==> src/qpif_map.vh <==
/*
 * Register map, field layout and reset values for the flash-pad
 * interrupt force and masked-status block.
 * Assumes an 8-bit byte address on a plain strobe register port.
 */
`ifndef QPIF_MAP_VH
`define QPIF_MAP_VH

`define QPIF_ADDR_W 8
`define QPIF_DATA_W 32
`define QPIF_EVT_W 24

// byte offsets of the word registers
`define QPIF_OFF_CORE0_MASK 8'h34
`define QPIF_OFF_CORE0_FORCE 8'h38
`define QPIF_OFF_CORE0_STAT 8'h3C
`define QPIF_OFF_CORE1_MASK 8'h40
`define QPIF_OFF_CORE1_FORCE 8'h44
`define QPIF_OFF_CORE1_STAT 8'h48
`define QPIF_OFF_NOTE_STAT 8'h60
`define QPIF_OFF_NOTE_MASK 8'h64

`define QPIF_RST_EVT 24'h000000
`define QPIF_RST_WORD 32'h00000000
`define QPIF_RSVD_HI 8'h00

// four events per pad, lowest pad first
`define QPIF_PAD_SCLK 0
`define QPIF_PAD_SS 1
`define QPIF_PAD_DATA0 2
`define QPIF_PAD_CNT 6
`define QPIF_EVT_PER_PAD 4
`define QPIF_EVT_LVL_LOW 0
`define QPIF_EVT_LVL_HIGH 1
`define QPIF_EVT_EDGE_LOW 2
`define QPIF_EVT_EDGE_HIGH 3

// notification status/mask layout
`define QPIF_NOTE_W 2
`define QPIF_NOTE_CORE0 0
`define QPIF_NOTE_CORE1 1
`define QPIF_NOTE_RST 2'h0

`endif

==> src/qpif_core_view.v <==
/*
 * One core's view of the pad events: masked status and interrupt level.
 * Assumes raw events come from logic on the same clock.
 */
`timescale 1ns/1ps
`default_nettype none
`include "qpif_map.vh"
module qpif_core_view #(
  parameter EVT_W = `QPIF_EVT_W
) (
  input wire [EVT_W-1:0] rawEvents,
  input wire [EVT_W-1:0] enMask,
  input wire [EVT_W-1:0] forceBits,
  output wire [EVT_W-1:0] maskedStatus,
  output wire irqLevel
);
  // force wins over both the raw event and the enable
  assign maskedStatus = (rawEvents & enMask) | forceBits;
  assign irqLevel = |maskedStatus;
endmodule
`default_nettype wire

==> src/qpif_irq_top.v <==
/*
 * Flash-pad interrupt enable, force and masked status for two cores,
 * with a register port and a notification interrupt.
 * Assumes raw pad events are already latched by logic on clk, and
 * that the register master never strobes read and write together.
 */
// The plain strobed port was chosen for this implementation.
`timescale 1ns/1ps
`default_nettype none
`include "qpif_map.vh"

// Summary of operation
// - first core status is raw&enable or force
// - first core force: 24 bits, reset zero
// - second core enable: 24 bits, reset zero
// - second core force: 24 bits, reset zero
// - first core enable: 24 bits, reset zero
// - second core status formed like first core
module qpif_irq_top #(
  parameter ADDR_W = `QPIF_ADDR_W,
  parameter DATA_W = `QPIF_DATA_W,
  parameter EVT_W = `QPIF_EVT_W
) (
  input wire clk,
  input wire rst,
  input wire clkEn,
  input wire [ADDR_W-1:0] regAddr,
  input wire [DATA_W-1:0] regWrData,
  input wire regWrEn,
  input wire regRdEn,
  output reg [DATA_W-1:0] regRdData,
  input wire [EVT_W-1:0] rawPadEvents,
  output reg irqFirstCore,
  output reg irqSecondCore,
  output wire irqNote
);

  // address decode, shared by the write and the read paths
  function hitOffset;
    input [ADDR_W-1:0] addr;
    input [ADDR_W-1:0] offset;
    begin
      hitOffset = (addr == offset);
    end
  endfunction

  // widen an event word to the bus, upper bits read as zero
  function [DATA_W-1:0] evtWord;
    input [EVT_W-1:0] evt;
    begin
      evtWord = {`QPIF_RSVD_HI, evt};
    end
  endfunction

  // register file state
  reg [EVT_W-1:0] core0Mask_r;
  reg [EVT_W-1:0] core0Force_r;
  reg [EVT_W-1:0] core1Mask_r;
  reg [EVT_W-1:0] core1Force_r;
  reg [`QPIF_NOTE_W-1:0] noteMask_r;
  reg [`QPIF_NOTE_W-1:0] irqPrev_r;

  wire wrCore0Mask;
  wire wrCore0Force;
  wire wrCore1Mask;
  wire wrCore1Force;
  wire wrNoteMask;
  wire rdNoteStat;

  wire [EVT_W-1:0] core0Status;
  wire [EVT_W-1:0] core1Status;
  wire core0Level;
  wire core1Level;
  wire [`QPIF_NOTE_W-1:0] irqNow;
  wire [`QPIF_NOTE_W-1:0] irqRise;
  wire [`QPIF_NOTE_W-1:0] noteStat;
  reg [DATA_W-1:0] rdData_nxt;

  assign wrCore0Mask = regWrEn & hitOffset(regAddr, `QPIF_OFF_CORE0_MASK);
  assign wrCore0Force = regWrEn & hitOffset(regAddr, `QPIF_OFF_CORE0_FORCE);
  assign wrCore1Mask = regWrEn & hitOffset(regAddr, `QPIF_OFF_CORE1_MASK);
  assign wrCore1Force = regWrEn & hitOffset(regAddr, `QPIF_OFF_CORE1_FORCE);
  assign wrNoteMask = regWrEn & hitOffset(regAddr, `QPIF_OFF_NOTE_MASK);
  // a read of the notification status clears it
  assign rdNoteStat = regRdEn & hitOffset(regAddr, `QPIF_OFF_NOTE_STAT);

  // first core enable
  always @(posedge clk) begin
    if (rst) begin
      core0Mask_r <= `QPIF_RST_EVT;
    end else if (clkEn && wrCore0Mask) begin
      core0Mask_r <= regWrData[EVT_W-1:0];
    end
  end

  // first core force
  always @(posedge clk) begin
    if (rst) begin
      core0Force_r <= `QPIF_RST_EVT;
    end else if (clkEn && wrCore0Force) begin
      core0Force_r <= regWrData[EVT_W-1:0];
    end
  end

  // second core enable
  always @(posedge clk) begin
    if (rst) begin
      core1Mask_r <= `QPIF_RST_EVT;
    end else if (clkEn && wrCore1Mask) begin
      core1Mask_r <= regWrData[EVT_W-1:0];
    end
  end

  // second core force
  always @(posedge clk) begin
    if (rst) begin
      core1Force_r <= `QPIF_RST_EVT;
    end else if (clkEn && wrCore1Force) begin
      core1Force_r <= regWrData[EVT_W-1:0];
    end
  end

  // notification mask
  always @(posedge clk) begin
    if (rst) begin
      noteMask_r <= `QPIF_NOTE_RST;
    end else if (clkEn && wrNoteMask) begin
      noteMask_r <= regWrData[`QPIF_NOTE_W-1:0];
    end
  end

  // per-core masking and forcing
  qpif_core_view #(
    .EVT_W(EVT_W)
  ) firstCoreView (
    .rawEvents(rawPadEvents),
    .enMask(core0Mask_r),
    .forceBits(core0Force_r),
    .maskedStatus(core0Status),
    .irqLevel(core0Level)
  );

  qpif_core_view #(
    .EVT_W(EVT_W)
  ) secondCoreView (
    .rawEvents(rawPadEvents),
    .enMask(core1Mask_r),
    .forceBits(core1Force_r),
    .maskedStatus(core1Status),
    .irqLevel(core1Level)
  );

  // core lines registered so they are glitch free toward the cores
  always @(posedge clk) begin
    if (rst) begin
      irqFirstCore <= 1'b0;
      irqSecondCore <= 1'b0;
    end else if (clkEn) begin
      irqFirstCore <= core0Level;
      irqSecondCore <= core1Level;
    end
  end

  // rising edge of each core line is a notification event
  assign irqNow[`QPIF_NOTE_CORE0] = core0Level;
  assign irqNow[`QPIF_NOTE_CORE1] = core1Level;

  always @(posedge clk) begin
    if (rst) begin
      irqPrev_r <= `QPIF_NOTE_RST;
    end else if (clkEn) begin
      irqPrev_r <= irqNow;
    end
  end

  assign irqRise = irqNow & ~irqPrev_r;

  qpif_sticky_note #(
    .W(`QPIF_NOTE_W)
  ) noteBits (
    .clk(clk),
    .rst(rst),
    .clkEn(clkEn),
    .setPulse(irqRise),
    .clearAll(rdNoteStat),
    .sticky_r(noteStat)
  );

  assign irqNote = |(noteStat & noteMask_r);

  // read mux; unmapped offsets read as zero
  always @* begin
    rdData_nxt = `QPIF_RST_WORD;
    if (hitOffset(regAddr, `QPIF_OFF_CORE0_MASK)) begin
      rdData_nxt = evtWord(core0Mask_r);
    end else if (hitOffset(regAddr, `QPIF_OFF_CORE0_FORCE)) begin
      rdData_nxt = evtWord(core0Force_r);
    end else if (hitOffset(regAddr, `QPIF_OFF_CORE0_STAT)) begin
      rdData_nxt = evtWord(core0Status);
    end else if (hitOffset(regAddr, `QPIF_OFF_CORE1_MASK)) begin
      rdData_nxt = evtWord(core1Mask_r);
    end else if (hitOffset(regAddr, `QPIF_OFF_CORE1_FORCE)) begin
      rdData_nxt = evtWord(core1Force_r);
    end else if (hitOffset(regAddr, `QPIF_OFF_CORE1_STAT)) begin
      rdData_nxt = evtWord(core1Status);
    end else if (hitOffset(regAddr, `QPIF_OFF_NOTE_STAT)) begin
      rdData_nxt = {{(DATA_W-`QPIF_NOTE_W){1'b0}}, noteStat};
    end else if (hitOffset(regAddr, `QPIF_OFF_NOTE_MASK)) begin
      rdData_nxt = {{(DATA_W-`QPIF_NOTE_W){1'b0}}, noteMask_r};
    end
  end

  // data valid only the cycle after the strobe, zero otherwise
  always @(posedge clk) begin
    if (rst) begin
      regRdData <= `QPIF_RST_WORD;
    end else if (clkEn) begin
      if (regRdEn) begin
        regRdData <= rdData_nxt;
      end else begin
        regRdData <= `QPIF_RST_WORD;
      end
    end
  end

endmodule
`default_nettype wire

==> src/qpif_sticky_note.v <==
/*
 * Sticky event bits cleared by a read; a set in the clearing cycle wins.
 * Assumes pulse events and a read strobe on the same clock.
 */
`timescale 1ns/1ps
`default_nettype none
`include "qpif_map.vh"
module qpif_sticky_note #(
  parameter W = `QPIF_NOTE_W
) (
  input wire clk,
  input wire rst,
  input wire clkEn,
  input wire [W-1:0] setPulse,
  input wire clearAll,
  output reg [W-1:0] sticky_r
);
  reg [W-1:0] sticky_nxt;

  always @* begin
    sticky_nxt = sticky_r;
    if (clearAll) begin
      sticky_nxt = {W{1'b0}};
    end
    sticky_nxt = sticky_nxt | setPulse;
  end

  always @(posedge clk) begin
    if (rst) begin
      sticky_r <= {W{1'b0}};
    end else if (clkEn) begin
      sticky_r <= sticky_nxt;
    end
  end
endmodule
`default_nettype wire

==> config.mk <==
export PLATFORM = sky130hd
export DESIGN_NAME = qpif_irq_top
export DESIGN_NICKNAME = d
export VERILOG_FILES = /design/src/qpif_core_view.v /design/src/qpif_irq_top.v /design/src/qpif_sticky_note.v
export VERILOG_INCLUDE_DIRS = /design/src
export SDC_FILE = /design/constraint.sdc
export NUM_CORES = 1
export LEC_CHECK = 0
export BUFFER_PORTS_ARGS = -buffer_cell sky130_fd_sc_hd__buf_4
export CAP_MARGIN = 25
export CORE_ASPECT_RATIO = 0.5
export CORE_MARGIN = 5
export CORE_UTILIZATION = 45
export CTS_BUF_LIST = sky130_fd_sc_hd__clkbuf_16
export CTS_CLUSTER_DIAMETER = 80
export DETAILED_ROUTE_END_ITERATION = 10
export GPL_ROUTABILITY_DRIVEN = 0
export PLACE_DENSITY = 0.76
export SLEW_MARGIN = 20
export SYNTH_ARGS = -nofsm -noshare
export SYNTH_HDL_FRONTEND = slang
export SYNTH_SLANG_ARGS = --single-unit
==> constraint.sdc <==
create_clock -name clk -period 2.3 [get_ports clk]
set_input_delay 0.69 -clock clk [delete_from_list [all_inputs] [get_ports clk]]
set_output_delay 0.69 -clock clk [all_outputs]
set_load 0.01 [all_outputs]
==> flow_summary.toml <==
[status]
status = "completed"

[sta]
clock-skew-final_ps = 7.024
grt_setup_unrepaired = "no"
setup_viol = 0
fin_crit_ps = 2045
worst_pin_slew_ps = 648.5
setup_ws_ps = 254.7
fin_crit_sh = 0.8893
setup_tns_ps = 0
timing.fmax_ghz = 0.4889
maxSlewViolCount = 0
slew_headroom = 0.5637
hold_viol = 0

[floorplanning]
io_pins = 104
start_util = 0.4664
die_height_um = 94.38
die-area_um2 = 16870
num_rows = 30
core_um2 = 13740
die_w_um = 178.8

[global_routing]
antenna_found_initial = 0
first_global_vias = 6440
groute.usage.overall = 0.2782
grt_pass1_wl_um = 35950
overflow = 0
grt_start_max_net_pins = 46

[detailed_routing]
drt-pass1-iter-count = 6
viasPerCell = 6.390
postRouteAntennaNets = 0
vias = 6978
routed_wl_um = 23810
first_iter_violations = 1225
remaining_drc_errors = 0
post_drt_wl_per_cell_um = 21.81

[hold_path]
hp-start = "regRdData[0]"
hold_path_class = "reg -> reg"

[layout]
nNetsFinal = 956
area_growth_pct = 24.08
antenna_cells = 0
drive_gt1_frac = 0.1856
stdcell_area_um2 = 7950
num-fill-cells = 1221

[power_and_ir_drop]
combPwrFrac = 0.070
p_int_uw = 3909
swShare = 0.2450
vdd.ir_drop.worst_mv = 0.5966
pwr-share-clk = 0.507
switching_power_uw = 1268
p_leak_uw = 0.003014
seq_power_share = 0.423
power_density_nw_per_um2 = 651.3

[place]
place.detailed.hpwl_um = 15760
portBuffers = 87
placed_cell_area_um2 = 7378
pre_cts_ws_ps = 11.53

[yosys]
synth_compound_area_frac = 0.2429
syn-cell-area_um2 = 6407
ys_top_cells_by_area = "dfxtp_1 39%, a21oi_1 9.3%, nand2_1 9.0%"
netlist_top_cells_count = "153 x nand2_1, 126 x dfxtp_1, 119 x a21oi_1, 63 x nor2_1, 47 x nor2b_1"
synth_cells = 805
synth-edff-count = 0
syn_area_per_cell_um2 = 7.959
synth_flop_cell = "dfxtp_1"
synth-warning-count = 0
synth_top_area_frac = 0.3937
synth_seq_area_share = 0.3937
synthArstFlopShare = 0
synth-xor-area-share = 0.001367
ys_ff_latch = 126
synth_top_family_by_area = "simple AND/OR/NAND/NOR gates"
yosysTopAreaCell = "dfxtp_1"
synth_most_common_cell = "nand2_1"
synthSimpleGateAreaFrac = 0.2607
synth_mux_area_frac = 0.04237
synthAdderAreaFrac = 0
ys_types = 54

[clock_tree]
post_cts_resized = 0
postCtsSetupBuffers = 0
root_buffer = "clkbuf_16"
insertion_delay_ps = 420
cts_tree = "done"
path_clk_slew_ps = 60
htree_levels = 4
clock_sinks = 126
cts_made_buffers = 17
cts_max_path_buffers = 2
ctsHoldBuffers = 0

[critical_path]
path_max_fanout = 14
crit_start = "regAddr[3]"
critPathCaptureType = "register"
worst-setup-path-type = "in -> reg"
cp.required_ps = 2630
arrival_ps = 2370
worstReg2RegStart = "core0Mask_r[5]"
worstSetupStartpointType = "input port"

[flow_run]
drv_cap = 0
## critical path, cell delays in order
cell	delay [ps]
buf_4	180
buf_4	220
nor4b_4	330
and3_1	360
buf_4	280
nand2_1	100
a21oi_1	220
## final timing paths
path / slack, ps / endpoint / depth (start not counted)
max: 250 / core0Force_r[1] / 7
min reg2reg: 470 / regRdData[0] / 2
max reg2reg: 430 / irqPrev_r[0] / 4
min: 470 / regRdData[0] / 2
## sequential cells by signal, summed over array words and instances (netlist names)
name,count
core0Force_r,24
core0Mask_r,24
core1Force_r,24
core1Mask_r,24
regRdData,24
noteBits.sticky_r,2
noteMask_r,2
irqPrev_r,1
irqSecondCore,1
## area by class of cell
type	instances	area, µm²	share of cell area
multi-input combinational	608	3537	0.4449
sequential	126	2522	0.3173
timing repair buffer	130	1064	0.1338
clock buffer	17	425.4	0.05351
tap	192	240.2	0.03022
clock inverter	15	146.4	0.01841
inverter	4	15.01	0.001889
## metrics by stage
step	cells	util	hold WS, ps	power, µW
finish	1092	0.5787	470.5	5178
CTS	1092	0.5787	472.5	5148
global placement	1060	0.5371	456.2	2584
detailed placement	1060	0.5371	463.3	2587
global route	1092	0.5787	487.0	5280
floorplan	812	-	444.9	2395
## layout by cell type (no fill, tap or decap), types with 3 or more instances in the layout
cell	count
a211oi_1	23
a21oi_1	119
a22o_1	23
a22oi_1	11
a311oi_1	6
buf_12	7
buf_4	123
clkbuf_16	17
clkinv_1	3
clkinv_4	3
clkinvlp_4	4
conb_1	8
dfxtp_1	126
inv_1	4
mux2i_1	26
nand2_1	153
nand3_1	4
nand4_1	9
nor2_1	63
nor2b_1	47
nor3_1	4
nor4_1	8
nor4b_1	22
o221ai_1	23
o22ai_1	22
## power by group through the flow
stage               Clock (µW)  Combinational, µW  Sequential (µW)
finish                    2620                365             2190
global route              2710                379             2190
CTS                       2610                352             2190
detailed placement           0                349             2240
global placement             0                346             2240
floorplan                    0                158             2240
## per-layer routing
metal	part of all wire	GRT usage
met1	0.39	0.3755
met2	0.42	0.4140
met3	0.15	0.08040
met4	0.041	0.1251
met5	0	0
## logic make-up (layout without fill, tap and decap cells)
group | Yosys count | in the layout
AOI/OAI and AO/OA | 241 | 241
xor gates and xnor gates | 1 | 1
buffers and inverters | 78 | 166
DFF | 126 | 126
muxes | 27 | 27
other | 1 | 8
and+or+nand+nor | 331 | 331
Note: power is estimated with default switching activity, not from simulation.
